**config.mk**
```make
export PLATFORM = sky130hd
export DESIGN_NAME = iep_regs
export DESIGN_NICKNAME = d
export VERILOG_FILES = /design/src/iep_pkg.sv /design/src/iep_prio_pick.sv /design/src/iep_svc_track.sv /design/src/iep_regs.sv
export SDC_FILE = /design/constraint.sdc
export NUM_CORES = 1
export LEC_CHECK = 0
export BUFFER_PORTS_ARGS = -buffer_cell sky130_fd_sc_hd__buf_2
export CORE_ASPECT_RATIO = 0.75
export CORE_MARGIN = 3
export CORE_UTILIZATION = 46
export DETAILED_ROUTE_END_ITERATION = 8
export GPL_ROUTABILITY_DRIVEN = 0
export HOLD_SLACK_MARGIN = 0.15
export PLACE_DENSITY_LB_ADDON = 0.25
export SYNTH_ARGS = -nofsm -noshare
export SYNTH_HDL_FRONTEND = slang
export SYNTH_SLANG_ARGS = --single-unit
```
**constraint.sdc**
```tcl
create_clock -name core_clk -period 2.2 [get_ports core_clk]
set_clock_uncertainty 0.05 [all_clocks]
set_input_delay 0.55 -clock core_clk [delete_from_list [all_inputs] [get_ports core_clk]]
set_output_delay 0.55 -clock core_clk [all_outputs]
set_load 0.005 [all_outputs]
```
**src/iep_pkg.sv**
```systemverilog
// Constants, field layouts and carrier types for the interrupt enable and
// priority registers. Assumes an 8-bit special-function-register space.
package iep_pkg;

    // Register addresses
    localparam logic [7:0] IEP_ADDR_BASIC_PRIO   = 8'hb8;
    localparam logic [7:0] IEP_ADDR_EXT_EN_ONE   = 8'he6;
    localparam logic [7:0] IEP_ADDR_EXT_PRIO_ONE = 8'hf6;

    // Reset values
    localparam logic [7:0] IEP_BASIC_PRIO_RST   = 8'h80;
    localparam logic [7:0] IEP_EXT_EN_ONE_RST   = 8'h00;
    localparam logic [7:0] IEP_EXT_PRIO_ONE_RST = 8'h00;

    // Bit that always reads as one in the basic priority register
    localparam int         IEP_BASIC_FIXED_BIT = 7;
    localparam logic       IEP_BASIC_FIXED_VAL = 1'b1;

    // Basic priority register fields
    localparam int IEP_SERIAL_PERIPH_PRIO_BIT = 6;
    localparam int IEP_TIMER_TWO_PRIO_BIT     = 5;
    localparam int IEP_UART_PRIO_BIT          = 4;
    localparam int IEP_TIMER_ONE_PRIO_BIT     = 3;
    localparam int IEP_EXT_IRQ_ONE_PRIO_BIT   = 2;
    localparam int IEP_TIMER_ZERO_PRIO_BIT    = 1;
    localparam int IEP_EXT_IRQ_ZERO_PRIO_BIT  = 0;

    // Extended enable and priority register fields (same layout in both)
    localparam int IEP_TIMER_THREE_BIT    = 7;
    localparam int IEP_COMPARATOR_ONE_BIT = 6;
    localparam int IEP_COMPARATOR_ZERO_BIT = 5;
    localparam int IEP_COUNTER_ARRAY_BIT  = 4;
    localparam int IEP_CONV_DONE_BIT      = 3;
    localparam int IEP_WINDOW_CMP_BIT     = 2;
    localparam int IEP_RTC_IRQ_BIT        = 1;
    localparam int IEP_TWOWIRE_IRQ_BIT    = 0;

    // Source numbering: natural order, lower index wins within a level
    localparam int IEP_NUM_BASIC = 7;
    localparam int IEP_NUM_EXT   = 8;
    localparam int IEP_NUM_SRC   = IEP_NUM_BASIC + IEP_NUM_EXT;
    localparam int IEP_IDX_W     = 4;

    // Peripheral pending flags
    typedef struct packed {
        logic timer_three_high_overflow;
        logic timer_three_low_overflow;
        logic comparator_one_rise_flag;
        logic comparator_one_fall_flag;
        logic comparator_zero_rise_flag;
        logic comparator_zero_fall_flag;
        logic counter_array_req;
        logic conversion_complete_flag;
        logic window_compare_flag;
        logic rtc_alarm_flag;
        logic rtc_osc_failure_flag;
        logic twowire_req;
        logic serial_periph_req;
        logic timer_two_req;
        logic uart_req;
        logic timer_one_req;
        logic ext_irq_one_req;
        logic timer_zero_req;
        logic ext_irq_zero_req;
    } iep_flags_t;

    // Register access from the core
    typedef struct packed {
        logic [7:0] addr;
        logic       wr;
        logic       rd;
        logic [7:0] wdata;
    } iep_sfr_req_t;

    // Service nesting state
    typedef enum logic [1:0] {
        SVC_IDLE,
        SVC_LOW,
        SVC_HIGH,
        SVC_BOTH
    } iep_svc_state_t;

endpackage

```
**src/iep_prio_pick.sv**
```systemverilog
// Picks the winning pending source: high level first, then lowest index.
// Assumes request and priority vectors from the same clock domain.
`timescale 1ns/1ns
module iep_prio_pick
    import iep_pkg::*;
(
    // Sources
    input  wire logic [IEP_NUM_SRC-1:0] req,
    input  wire logic [IEP_NUM_SRC-1:0] prio,
    // Winner
    output logic                        found,
    output logic                        high_level,
    output logic [IEP_IDX_W-1:0]        idx
);

    logic [IEP_NUM_SRC-1:0] req_high;

    assign req_high = req & prio;

    always_comb
    begin
        found      = |req;
        high_level = |req_high;
        idx        = '0;
        // Scan downward so the lowest index is kept last
        for (int i = IEP_NUM_SRC - 1; i >= 0; i--)
        begin
            if (high_level ? req_high[i] : req[i])
            begin
                idx = IEP_IDX_W'(i);
            end
        end
    end

endmodule

```
**src/iep_svc_track.sv**
```systemverilog
// Tracks which priority levels have a service routine running.
// Assumes the core pulses ack on vectoring and done after return plus one.
`timescale 1ns/1ns
module iep_svc_track
    import iep_pkg::*;
(
    // Clock and reset
    input  wire logic core_clk,
    input  wire logic rst,
    // Core events
    input  wire logic irq_ack,
    input  wire logic ack_high,
    input  wire logic svc_done,
    // Levels in service
    output logic      svc_low,
    output logic      svc_high
);

    iep_svc_state_t state_q;
    iep_svc_state_t state_d;

    always_comb
    begin
        state_d = state_q;
        case (state_q)
            SVC_IDLE:
            begin
                if (irq_ack)
                begin
                    state_d = ack_high ? SVC_HIGH : SVC_LOW;
                end
            end
            SVC_LOW:
            begin
                if (irq_ack && ack_high)
                begin
                    state_d = SVC_BOTH;
                end
                else if (svc_done)
                begin
                    state_d = SVC_IDLE;
                end
            end
            SVC_HIGH:
            begin
                if (svc_done)
                begin
                    state_d = SVC_IDLE;
                end
            end
            SVC_BOTH:
            begin
                if (svc_done)
                begin
                    state_d = SVC_LOW;
                end
            end
            default:
            begin
                state_d = SVC_IDLE;
            end
        endcase
    end

    always_ff @(posedge core_clk or posedge rst)
    begin
        if (rst)
        begin
            state_q <= SVC_IDLE;
        end
        else
        begin
            state_q <= state_d;
        end
    end

    assign svc_low  = (state_q == SVC_LOW) || (state_q == SVC_BOTH);
    assign svc_high = (state_q == SVC_HIGH) || (state_q == SVC_BOTH);

endmodule

```
**src/iep_regs.sv**
```systemverilog
// Interrupt enable and priority registers with pending decode.
// Assumes peripheral flags and core strobes on core_clk; global and basic
// enables come from the separate interrupt enable register.
//
// Operation
// Basic priority top bit reads one, ignores writes
// Basic bit 6 sets serial peripheral priority
// Basic bit 5 sets timer two priority
// Basic bit 4 sets UART priority
// Basic bit 3 sets timer one priority
// Basic bit 2 sets external interrupt one priority
// Basic bit 1 sets timer zero priority
// Basic bit 0 sets external interrupt zero priority
// Enable bit 7 gates both timer three flags
// Enable bit 6 gates comparator one edges
// Enable bit 5 gates comparator zero edges
// Enable bit 4 gates counter array requests
// Enable bit 3 gates conversion complete flag
// Enable bit 2 gates window compare flag
// Enable bit 1 gates alarm and oscillator failure
// Enable bit 0 gates two-wire bus requests
// Priority bit 7 sets timer three level
// Priority bit 6 sets comparator one level
// Priority bits 5..0 set remaining extended levels
// Global enable overrides every individual mask
// Hold new request while equal-or-higher served
// Sample and decode pending every cycle
`timescale 1ns/1ns
module iep_regs
    import iep_pkg::*;
(
    // Clock and reset
    input  wire logic                   core_clk,
    input  wire logic                   rst,
    // Register access
    input  wire iep_sfr_req_t           sfr_req,
    output logic [7:0]                  sfr_rdata,
    // Enables held in the interrupt enable register
    input  wire logic                   global_irq_enable,
    input  wire logic [IEP_NUM_BASIC-1:0] basic_enable,
    // Peripheral flags
    input  wire iep_flags_t             flags,
    // Core interrupt handshake
    input  wire logic                   irq_ack,
    input  wire logic                   svc_done,
    output logic                        irq_req,
    output logic                        irq_high_level,
    output logic [IEP_IDX_W-1:0]        irq_src_idx,
    // Status to the decoder
    output logic [IEP_NUM_SRC-1:0]      src_pending,
    output logic [IEP_NUM_SRC-1:0]      src_prio
);

    // Register match helper
    function automatic logic addr_hit(input logic [7:0] a, input logic [7:0] reg_addr);
        addr_hit = (a == reg_addr);
    endfunction

    // Register state
    logic [6:0]             basic_prio_q;
    logic [6:0]             basic_prio_d;
    logic [7:0]             ext_en_one_q;
    logic [7:0]             ext_en_one_d;
    logic [7:0]             ext_prio_one_q;
    logic [7:0]             ext_prio_one_d;
    logic [7:0]             rdata_q;
    logic [7:0]             rdata_d;

    // Decode state
    logic [IEP_NUM_SRC-1:0] raw_req;
    logic [IEP_NUM_SRC-1:0] en_vec;
    logic [IEP_NUM_SRC-1:0] gated_req;
    logic [IEP_NUM_SRC-1:0] prio_vec;
    logic [IEP_NUM_SRC-1:0] pend_q;
    logic [IEP_NUM_SRC-1:0] pend_d;
    logic [IEP_NUM_SRC-1:0] prio_q;
    logic [IEP_NUM_SRC-1:0] prio_d;
    logic                   pick_found;
    logic                   pick_high;
    logic [IEP_IDX_W-1:0]   pick_idx;
    logic                   win_found_q;
    logic                   win_found_d;
    logic                   win_high_q;
    logic                   win_high_d;
    logic [IEP_IDX_W-1:0]   win_idx_q;
    logic [IEP_IDX_W-1:0]   win_idx_d;
    logic                   svc_low;
    logic                   svc_high;
    logic [7:0]             basic_read;

    // Register writes
    always_comb
    begin
        basic_prio_d   = basic_prio_q;
        ext_en_one_d   = ext_en_one_q;
        ext_prio_one_d = ext_prio_one_q;
        if (sfr_req.wr)
        begin
            if (addr_hit(sfr_req.addr, IEP_ADDR_BASIC_PRIO))
            begin
                // top bit dropped
                basic_prio_d = sfr_req.wdata[6:0];
            end
            if (addr_hit(sfr_req.addr, IEP_ADDR_EXT_EN_ONE))
            begin
                ext_en_one_d = sfr_req.wdata;
            end
            if (addr_hit(sfr_req.addr, IEP_ADDR_EXT_PRIO_ONE))
            begin
                ext_prio_one_d = sfr_req.wdata;
            end
        end
    end

    // fixed one on read
    always_comb
    begin
        basic_read                      = {1'b0, basic_prio_q};
        basic_read[IEP_BASIC_FIXED_BIT] = IEP_BASIC_FIXED_VAL;
    end

    // Register reads, unmapped addresses read zero
    always_comb
    begin
        rdata_d = rdata_q;
        if (sfr_req.rd)
        begin
            if (addr_hit(sfr_req.addr, IEP_ADDR_BASIC_PRIO))
            begin
                rdata_d = basic_read;
            end
            else if (addr_hit(sfr_req.addr, IEP_ADDR_EXT_EN_ONE))
            begin
                rdata_d = ext_en_one_q;
            end
            else if (addr_hit(sfr_req.addr, IEP_ADDR_EXT_PRIO_ONE))
            begin
                rdata_d = ext_prio_one_q;
            end
            else
            begin
                rdata_d = 8'h00;
            end
        end
    end

    always_ff @(posedge core_clk or posedge rst)
    begin
        if (rst)
        begin
            basic_prio_q   <= IEP_BASIC_PRIO_RST[6:0];
            ext_en_one_q   <= IEP_EXT_EN_ONE_RST;
            ext_prio_one_q <= IEP_EXT_PRIO_ONE_RST;
            rdata_q        <= 8'h00;
        end
        else
        begin
            basic_prio_q   <= basic_prio_d;
            ext_en_one_q   <= ext_en_one_d;
            ext_prio_one_q <= ext_prio_one_d;
            rdata_q        <= rdata_d;
        end
    end

    // Raw requests in source order
    always_comb
    begin
        raw_req     = '0;
        raw_req[0]  = flags.ext_irq_zero_req;
        raw_req[1]  = flags.timer_zero_req;
        raw_req[2]  = flags.ext_irq_one_req;
        raw_req[3]  = flags.timer_one_req;
        raw_req[4]  = flags.uart_req;
        raw_req[5]  = flags.timer_two_req;
        raw_req[6]  = flags.serial_periph_req;
        // two-wire bus source
        raw_req[IEP_NUM_BASIC + IEP_TWOWIRE_IRQ_BIT] = flags.twowire_req;
        // alarm or oscillator failure
        raw_req[IEP_NUM_BASIC + IEP_RTC_IRQ_BIT] =
            flags.rtc_alarm_flag | flags.rtc_osc_failure_flag;
        // window compare source
        raw_req[IEP_NUM_BASIC + IEP_WINDOW_CMP_BIT] = flags.window_compare_flag;
        // conversion complete source
        raw_req[IEP_NUM_BASIC + IEP_CONV_DONE_BIT] = flags.conversion_complete_flag;
        // counter array source
        raw_req[IEP_NUM_BASIC + IEP_COUNTER_ARRAY_BIT] = flags.counter_array_req;
        // comparator zero either edge
        raw_req[IEP_NUM_BASIC + IEP_COMPARATOR_ZERO_BIT] =
            flags.comparator_zero_rise_flag | flags.comparator_zero_fall_flag;
        // comparator one either edge
        raw_req[IEP_NUM_BASIC + IEP_COMPARATOR_ONE_BIT] =
            flags.comparator_one_rise_flag | flags.comparator_one_fall_flag;
        // timer three either overflow
        raw_req[IEP_NUM_BASIC + IEP_TIMER_THREE_BIT] =
            flags.timer_three_low_overflow | flags.timer_three_high_overflow;
    end

    // extended enables gate sources 7..14
    assign en_vec = {ext_en_one_q, basic_enable};

    // global enable over all masks
    assign gated_req = global_irq_enable ? (raw_req & en_vec) : '0;

    // Priority map per source
    always_comb
    begin
        prio_vec = '0;
        // external interrupt zero level
        prio_vec[0] = basic_prio_q[IEP_EXT_IRQ_ZERO_PRIO_BIT];
        // timer zero level
        prio_vec[1] = basic_prio_q[IEP_TIMER_ZERO_PRIO_BIT];
        // external interrupt one level
        prio_vec[2] = basic_prio_q[IEP_EXT_IRQ_ONE_PRIO_BIT];
        // timer one level
        prio_vec[3] = basic_prio_q[IEP_TIMER_ONE_PRIO_BIT];
        // UART level
        prio_vec[4] = basic_prio_q[IEP_UART_PRIO_BIT];
        // timer two level
        prio_vec[5] = basic_prio_q[IEP_TIMER_TWO_PRIO_BIT];
        // serial peripheral level
        prio_vec[6] = basic_prio_q[IEP_SERIAL_PERIPH_PRIO_BIT];
        // lower extended levels
        for (int b = 0; b <= IEP_COMPARATOR_ZERO_BIT; b++)
        begin
            prio_vec[IEP_NUM_BASIC + b] = ext_prio_one_q[b];
        end
        // comparator one level
        prio_vec[IEP_NUM_BASIC + IEP_COMPARATOR_ONE_BIT] =
            ext_prio_one_q[IEP_COMPARATOR_ONE_BIT];
        // timer three level
        prio_vec[IEP_NUM_BASIC + IEP_TIMER_THREE_BIT] =
            ext_prio_one_q[IEP_TIMER_THREE_BIT];
    end

    // sample pending every cycle
    always_comb
    begin
        pend_d = gated_req;
        prio_d = prio_vec;
    end

    iep_prio_pick u_pick (
        .req        (pend_q),
        .prio       (prio_q),
        .found      (pick_found),
        .high_level (pick_high),
        .idx        (pick_idx)
    );

    // decode winner every cycle
    always_comb
    begin
        win_found_d = pick_found;
        win_high_d  = pick_high;
        win_idx_d   = pick_idx;
    end

    always_ff @(posedge core_clk or posedge rst)
    begin
        if (rst)
        begin
            pend_q      <= '0;
            prio_q      <= '0;
            win_found_q <= 1'b0;
            win_high_q  <= 1'b0;
            win_idx_q   <= '0;
        end
        else
        begin
            pend_q      <= pend_d;
            prio_q      <= prio_d;
            win_found_q <= win_found_d;
            win_high_q  <= win_high_d;
            win_idx_q   <= win_idx_d;
        end
    end

    iep_svc_track u_svc (
        .core_clk (core_clk),
        .rst      (rst),
        .irq_ack  (irq_ack & irq_req),
        .ack_high (win_high_q),
        .svc_done (svc_done),
        .svc_low  (svc_low),
        .svc_high (svc_high)
    );

    // hold while equal or higher served
    assign irq_req = win_found_q && !svc_high && (win_high_q || !svc_low);

    assign irq_high_level = win_high_q;
    assign irq_src_idx    = win_idx_q;
    assign src_pending    = pend_q;
    assign src_prio       = prio_q;
    assign sfr_rdata      = rdata_q;

endmodule

```
==> flow_summary.yaml, run 1 <==
timing:
  finalCritPeriodShare: 0.970
  fmax_mhz: 469
  worst_slew_margin_rel: 0.701
  worst_pin_slew_ns: 0.443
  period_minus_slack_ns: 2.13
  slew_viol_final: 0
  fin_tns_setup_ns: 0
  rsz0062_at_grt: "no"
  finalHoldViolations: 0
  setup-violations-final: 0
finish:
  finish.utilization: 0.644
  n_fill_cell: 525
  multiInputGateArea_um2: 1300
  final_nets: 418
  area_delta_synth_final_pct: 29.4
  drive_above_1_share: 0.471
  seqCellArea_um2: 1730
  antenna_cells: 0
floorplanning:
  dieArea_um2: 7610
  die_x_um: 99.8
  pin_count: 93
  std_cell_rows: 24
  dieHeight_um: 76.3
  core-area_um2: 6100
  initial_core_util: 0.498
logic_synthesis:
  yosysTopAreaCell: "dfrtp_1"
  synth_edf_count: 0
  synth_seq_area_share: 0.569
  syn_inst: 253
  synthTopCellsByArea: "dfrtp_1 57%, mux2_2 12%, a22oi_1 3.2%"
  netlist.area_leader.share: 0.569
  ys_seq_elements: 69
  async_flop_share: 1.00
  synth_warnings: 0
  synthesis.area_um2: 3030
  synthDistinctLibCells: 44
  ys.flop_type: "dfrtp_1"
  synth_fp_nets: 302
  synth_area_per_cell_um2: 12.0
  synth_most_common_cell: "dfrtp_1"
  ys_top_cells_by_count: "69 x dfrtp_1, 31 x mux2_2, 15 x a21oi_1, 15 x nor2_1, 13 x a22oi_1"
critical_path:
  critPathMaxStageDelay_ns: 0.56
  path_max_fanout: 8
  cp_data_required_time_ns: 2.43
  worstSetupPathType: "flip-flop to flip-flop"
  crit_path_top_delay_cell: "or4b_1"
  arrival_ns: 2.37
  crit_path_end_kind: "flip-flop"
  crit_chain: "a22oi_1 -> and4_4 -> a21oi_1 -> or4b_1 -> a221oi_2 -> o211a_1"
  start_kind: "flip-flop"
global_routing:
  first_global_vias: 2512
  grt_max_degree: 70
  groute.usage.overall: 0.215
  grt_pass1_wl_mm: 12.8
  antenna_found_initial: 0
  grt-ovfl-total: 0
route:
  drt_wl_total_mm: 8.03
  drtAntennaViolNets: 0
  wl_per_cell_um: 17.8
  route.detailed.drc: 0
  vias_per_cell: 5.70
  dr.pass1.iters: 4
  via_count: 2575
  drtIter0Drc: 124
clocking:
  cts_hold_buf: 0
  clockBufferDepth: 2
  cts_root_buf: "clkbuf_8"
  clk_pin_slew_worst_paths_ns: 0.07
  clk_latency_ns: 0.35
  cts_tree: "done"
  cts_max_level: 3
  cts_buffers: 9
  cts_sinks: 69
worst_hold_path:
  hp-class: "input port to async pin"
power_and_ir_drop:
  leakagePower_uw: 0.00213
  max-vdd-ir-drop_v: 0.000397
  pwr_density_cell_nw_per_um2: 652
placed_design:
  dp_hpwl_mm: 5.97
  portBuffers: 92
job:
  cap_violations: 0
status:
  status: "complete, no violations"
## cells by family (layout without fill, tap and decap cells)
kind of cell / Yosys count / after routing / share of synthesized area
buffers and inverters: 11 / 132 / 0.0161
flip-flops: 69 / 69 / 0.569
AND/OR/NAND/NOR: 74 / 74 / 0.134
AO/OA/AOI/OAI: 67 / 67 / 0.163
multiplexers: 32 / 32 / 0.118
## path summary, 6_finish.rpt
path                                    from                to  slack (ns)  depth (start not counted)
setup reg to reg              src_pending[9]    irq_src_idx[1]        0.07                          6
hold / removal                           rst   ext_en_one_q[7]        0.24                          3
max in group asynchronous                rst       src_prio[9]        1.57                          3
setup / recovery              src_pending[9]    irq_src_idx[1]        0.07                          6
min in group core_clk               svc_done  u_svc.state_q[1]        0.35                          2
hold reg to reg            ext_prio_one_q[4]      src_prio[11]        0.35                          0
## layout make-up
class,instances,area share
tap,78,0.0249
clock buffer,11,0.0335
multi-input combinational,173,0.331
timing repair buffer,110,0.155
clock inverter,5,0.00925
sequential,69,0.440
inverter,6,0.00670
## critical path: cells and delay by family, from the launching register on
| kind | cells | cell delay (ns) |
|---|---|---|
| simple gates | 2 | 0.87 |
| compound gates | 4 | 0.74 |
| flops | 1 | 0.42 |
## flip-flops by register name, indices dropped and copies added, names as in the netlist
name and cells:
irq_high_level 1, irq_src_idx 4, ext_en_one_q 8, win_found_q 1, u_svc.state_q 2, src_prio 15, src_pending 15, basic_prio_q 7
sfr_rdata 8, ext_prio_one_q 8
## timing repair
action | 4_1_cts | 5_1_grt
endpoints found under the setup margin | 0 | 4
setup buffers | 0 | 1
hold endpoints to repair | 0 | 0
resized for setup | 0 | 8
## layout by cell type, fill, tap and decap left out, types with 6 or more instances in the layout
| cell | n |
|---|---|
| buf_4 | 17 |
| mux2_2 | 31 |
| o21ai_0 | 9 |
| a22oi_1 | 9 |
| buf_2 | 92 |
| and3_1 | 11 |
| nor2_1 | 15 |
| dfrtp_1 | 69 |
| nand2_1 | 12 |
| a21oi_1 | 15 |
| nand3_1 | 9 |
| nor4_1 | 6 |
| clkbuf_8 | 9 |
## metrics by stage
stage / hold WS, ns / setup slack [ns] / power (µW) / cell area [µm²] / std cells
after CTS: 0.241 / 0.0472 / 2580 / 3880 / 451
after global placement: 0.325 / 0.101 / 1680 / 3710 / 435
after detailed placement: 0.332 / 0.0692 / 1680 / 3710 / 435
after global routing: 0.256 / 0.00328 / 2680 / 3920 / 452
final: 0.240 / 0.0656 / 2560 / 3920 / 452
after floorplan: 0.314 / 0.188 / 1530 / 3040 / 253
## where the power goes
group / internal, µW / switching [µW] / leakage, µW
sequential: 1330 / 56.2 / 0.000934
combinational: 139 / 138 / 0.00112
clock: 411 / 482 / 0.0000760
## metal layers
| metal | global-route usage | routed length, µm | up-vias |
|---|---|---|---|
| li1 | - | - | 1191 |
| met1 | 0.303 | 3530 | 1260 |
| met2 | 0.316 | 3750 | 108 |
| met3 | 0.0576 | 632 | 16 |
| met4 | 0.0819 | 121 | 0 |
| met5 | 0 | 0 | - |
No activity file was read; power rests on OpenSTA's default activity.
==> run 2: changes to the inputs <==
- MAX_ROUTING_LAYER: unset -> met4
==> flow_summary.yaml, run 2 (synthesis gave the netlist of run 1 again) <==
status:
  status: "complete, no violations"
clocking:
  cts_max_level: 3
  cts_root_buf: "clkbuf_8"
  cts_tree: "done"
  clk_latency_ns: 0.35
  cts_sinks: 69
  cts_buffers: 9
  clockBufferDepth: 2
  clk_pin_slew_worst_paths_ns: 0.07
global_routing:
  grt-ovfl-total: 0
  first_global_vias: 2515
  grt_pass1_wl_mm: 12.8
  grt_max_degree: 70
  groute.usage.overall: 0.221
  antenna_found_initial: 0
power_and_ir_drop:
  leakagePower_uw: 0.00213
  p_switching_uw: 676
  max-vdd-ir-drop_v: 0.000399
  combinationalPowerShare: 0.108
  p_int_uw: 1880
  p_seq_frac: 0.542
  p_sw_frac: 0.264
  pwr_density_cell_nw_per_um2: 652
  p_clk_frac: 0.350
floorplanning:
  dieHeight_um: 76.3
  die_x_um: 99.8
  dieArea_um2: 7610
  pin_count: 93
  std_cell_rows: 24
  initial_core_util: 0.498
  core-area_um2: 6100
critical_path:
  cp.depth: 6
  worstSetupPathType: "flip-flop to flip-flop"
  crit_path_end_kind: "flip-flop"
  critPathMaxStageDelay_ns: 0.56
  crit_path_top_delay_cell: "or4b_1"
  cp_data_required_time_ns: 2.43
  start_kind: "flip-flop"
  ff2ff_path_depth: 6
  crit_family: "simple AND/OR/NAND/NOR gates"
  ff2ff_setup_slack_ns: 0.07
  critPathBufInv: 0
  arrival_ns: 2.36
  path_max_fanout: 8
  crit_chain: "a22oi_1 -> and4_4 -> a21oi_1 -> or4b_1 -> a221oi_2 -> o211a_1"
finish:
  n_fill_cell: 525
  seqCellArea_um2: 1730
  finish.utilization: 0.644
  final_common_cell: "buf_2"
  multiInputGateArea_um2: 1300
  area_delta_synth_final_pct: 29.4
  drive_above_1_share: 0.471
  final_nets: 418
  final_cell_mix: "92 x buf_2, 69 x dfrtp_1, 31 x mux2_2"
  antenna_cells: 0
route:
  via_count: 2585
  route.detailed.drc: 0
  vias_per_cell: 5.72
  dr.pass1.iters: 4
  drtIter0Drc: 141
  drtAntennaViolNets: 0
  drt_wl_total_mm: 8.01
  wl_per_cell_um: 17.7
timing:
  finalHoldViolations: 0
  rsz0062_at_grt: "no"
  period_minus_slack_ns: 2.13
  setup-violations-final: 0
  slew_viol_final: 0
  worst_slew_margin_rel: 0.705
  finalCritPeriodShare: 0.968
  fin_tns_setup_ns: 0
  fmax_mhz: 469
  worst_pin_slew_ns: 0.438
job:
  cap_violations: 0
worst_hold_path:
  hp-class: "input port to async pin"
placed_design:
  dp_hpwl_mm: 5.97
  portBuffers: 92
## run 2: cell counts in the layout (fill, tap and decap cells not counted)
No cell type changed its count.
## run 2: final cells by class
cell class,instances,area share
sequential,69,0.440
clock buffer,11,0.0335
tap,78,0.0249
multi-input combinational,173,0.331
timing repair buffer,110,0.155
clock inverter,5,0.00925
inverter,6,0.00670
## run 2: worst min-delay path, cell delays in order
cell and delay [ns]:
buf_2 0.11, clkinvlp_4 0.07, buf_12 0.30
## run 2: worst paths after layout
kind	startpoint	to
setup / recovery	src_pending[9]	irq_src_idx[1]
max in group asynchronous	rst	ext_prio_one_q[2]
min in group core_clk	svc_done	u_svc.state_q[1]
hold / removal	rst	ext_prio_one_q[4]
setup reg to reg	src_pending[9]	irq_src_idx[1]
hold reg to reg	ext_prio_one_q[4]	src_prio[11]
## run 2: timing repair
action / CTS / global route
setup buffers: 0 / 1
hold buffers: 0 / 0
setup endpoints to repair: 0 / 4
gates resized for setup: 0 / 8
## run 2: power groups by stage
stage	logic [µW]	registers, µW	clock network [µW]
2_1_floorplan	133	1400	0
3_3_place_gp	271	1410	0
3_5_place_dp	275	1410	0
4_1_cts	277	1380	919
5_1_grt	308	1400	972
6_report	277	1390	894
## run 2: routing by layer
metal	vias up	GRT usage	wire, µm
li1	1188	-	-
met2	125	0.316	3720
met5	-	-	0
met4	0	0.0737	108
met3	16	0.0604	690
met1	1256	0.305	3500
## run 2: metrics by stage
| step | hold WS, ns | total power (µW) | area, µm² | worst slack, ns | cells |
|---|---|---|---|---|---|
| finish | 0.226 | 2560 | 3920 | 0.0699 | 452 |
| floorplan | 0.314 | 1530 | 3040 | 0.188 | 253 |
| global route | 0.255 | 2680 | 3920 | 0.00348 | 452 |
| detailed placement | 0.332 | 1680 | 3710 | 0.0692 | 435 |
| CTS | 0.241 | 2580 | 3880 | 0.0472 | 451 |
| global placement | 0.325 | 1680 | 3710 | 0.101 | 435 |
==> run 3: changes to the inputs <==
- SYNTH_HIERARCHICAL: unset -> 1
==> flow_summary.yaml, run 3 <==
global_routing:
  groute.usage.overall: 0.218
  grt-ovfl-total: 0
  antenna_found_initial: 0
  first_global_vias: 2547
  grt_pass1_wl_mm: 12.7
  grt_max_degree: 68
route:
  drtIter0Drc: 108
  route.detailed.drc: 1
  wl_per_cell_um: 17.8
  vias_per_cell: 5.46
  drtAntennaViolNets: 0
  via_count: 2448
  drt_wl_total_mm: 7.96
  dr.pass1.iters: 6
timing:
  period_minus_slack_ns: 2.12
  slew_viol_final: 0
  worst_slew_margin_rel: 0.633
  fin_tns_setup_ns: 0
  setup-violations-final: 0
  timing.final.ws_setup_ns: 0.0762
  fmax_mhz: 471
  finalCritPeriodShare: 0.965
  worst_pin_slew_ns: 0.551
  finalHoldViolations: 0
finish:
  drive_above_1_share: 0.480
  final_nets: 411
  final_cell_mix: "92 x buf_2, 69 x dfrtp_1, 25 x nand2_1"
  n_fill_cell: 526
  area_delta_synth_final_pct: 28.9
  antenna_cells: 0
  final_common_cell: "buf_2"
critical_path:
  path_max_fanout: 6
  worstSetupPathType: "flip-flop to flip-flop"
  ff2ff_path_depth: 7
  cp_data_required_time_ns: 2.39
  arrival_ns: 2.31
  start_kind: "flip-flop"
  crit_path_end_kind: "flip-flop"
power_and_ir_drop:
  max-vdd-ir-drop_v: 0.000344
  pwr_density_cell_nw_per_um2: 648
  leakagePower_uw: 0.00228
floorplanning:
  pin_count: 93
  core-area_um2: 6470
  dieArea_um2: 7940
  die_x_um: 102
  dieHeight_um: 77.9
  std_cell_rows: 25
  initial_core_util: 0.490
placed_design:
  place_ws_ns: -0.0717
  portBuffers: 92
  dp_hpwl_mm: 6.16
logic_synthesis:
  synth_fp_nets: 296
  synth_seq_area_share: 0.544
  synth_edf_count: 0
  synthesis.area_um2: 3170
  synth_most_common_cell: "dfrtp_1"
  ys.flop_type: "dfrtp_1"
  ys_seq_elements: 69
  yosysTopAreaCell: "dfrtp_1"
  async_flop_share: 1.00
  netlist.area_leader.share: 0.544
  synthTopCellsByArea: "dfrtp_1 54%, mux2_2 5.3%, mux2_4 3.8%"
  synth_warnings: 6
  synth_area_per_cell_um2: 12.8
  ys_top_cells_by_count: "69 x dfrtp_1, 26 x nand2_1, 15 x mux2_2, 11 x and3_1, 10 x inv_1"
  syn_inst: 247
  synthDistinctLibCells: 53
clocking:
  cts_buffers: 9
  clk_latency_ns: 0.35
  cts_tree: "done"
  clk_pin_slew_worst_paths_ns: 0.08
  cts_max_level: 3
  cts_root_buf: "clkbuf_8"
  clockBufferDepth: 2
  cts_sinks: 69
job:
  cap_violations: 0
status:
  violations: "DRC"
  status: "finished with violations"
worst_hold_path:
  hold_depth: 2
  hp-class: "input port to flip-flop"
## run 3: metal layers
layer / wire length [µm] / up-vias / part of all wire / track usage
li1: - / 1163 / - / -
met1: 3530 / 1190 / 0.44 / 0.271
met2: 3850 / 84 / 0.48 / 0.341
met3: 484 / 11 / 0.061 / 0.0764
met4: 90 / 0 / 0.011 / 0.0577
met5: 0 / - / 0 / -
## run 3: timing repair
action	in CTS	in global routing
buffers inserted	0	2
endpoints found under the hold margin	2	0
cloned	0	0
pin swaps	0	1
hold buffers	1	0
resized for setup	1	7
setup endpoints to repair	4	4
## run 3: logic make-up after synthesis
logic type,share of synthesized area
compound gates,0.158
buf+inv,0.0308
flops,0.544
mux,0.120
simple gates,0.147
## run 3: path summary, 6_finish.rpt
check                                        from               end  slack, ns
worst min-delay path                     svc_done  u_svc/state_q[1]       0.34
min in group asynchronous                     rst  u_svc/state_q[1]       0.57
max in group asynchronous                     rst   src_pending[14]       1.03
worst max-delay path               src_pending[2]    irq_src_idx[0]       0.08
worst max register to register     src_pending[2]    irq_src_idx[0]       0.08
worst min register to register  ext_prio_one_q[4]      src_prio[11]       0.38
## run 3: where the power goes
part	internal, µW	leakage (µW)	switching, µW	total (µW)
registers	1320	0.000946	53.0	1380
clock network	440	0.0000958	554	993
logic	141	0.00124	138	279
total	1900	0.00228	745	2650
## run 3: worst max-delay path, cell delays in order, from the launching register on
cell and delay, ns:
dfrtp_1 0.44, a22oi_2 0.27, nand2_4 0.12, buf_4 0.16, o41ai_4 0.39, a211oi_1 0.10
o211a_1 0.13, o311a_1 0.34
## run 3: final cells by class
type / instances / area [µm²] / area share
Sequential cell: 69 / 1730 / 0.422
Multi-Input combinational cell: 158 / 1390 / 0.340
Timing Repair Buffer: 113 / 633 / 0.155
Clock buffer: 9 / 124 / 0.0303
Tap cell: 81 / 101 / 0.0248
Clock inverter: 7 / 67.6 / 0.0165
Inverter: 11 / 45.0 / 0.0110
## run 3: metrics by stage
stage	hold WS [ns]	total power, µW	util	area, µm²	instances
after floorplan	0.241	1530	-	3180	247
after detailed placement	0.353	1680	0.591	3830	429
final	0.342	2650	0.631	4090	448
after global routing	0.332	2770	0.631	4090	448
after global placement	0.340	1670	0.591	3830	429
after CTS	0.327	2670	0.623	4030	446
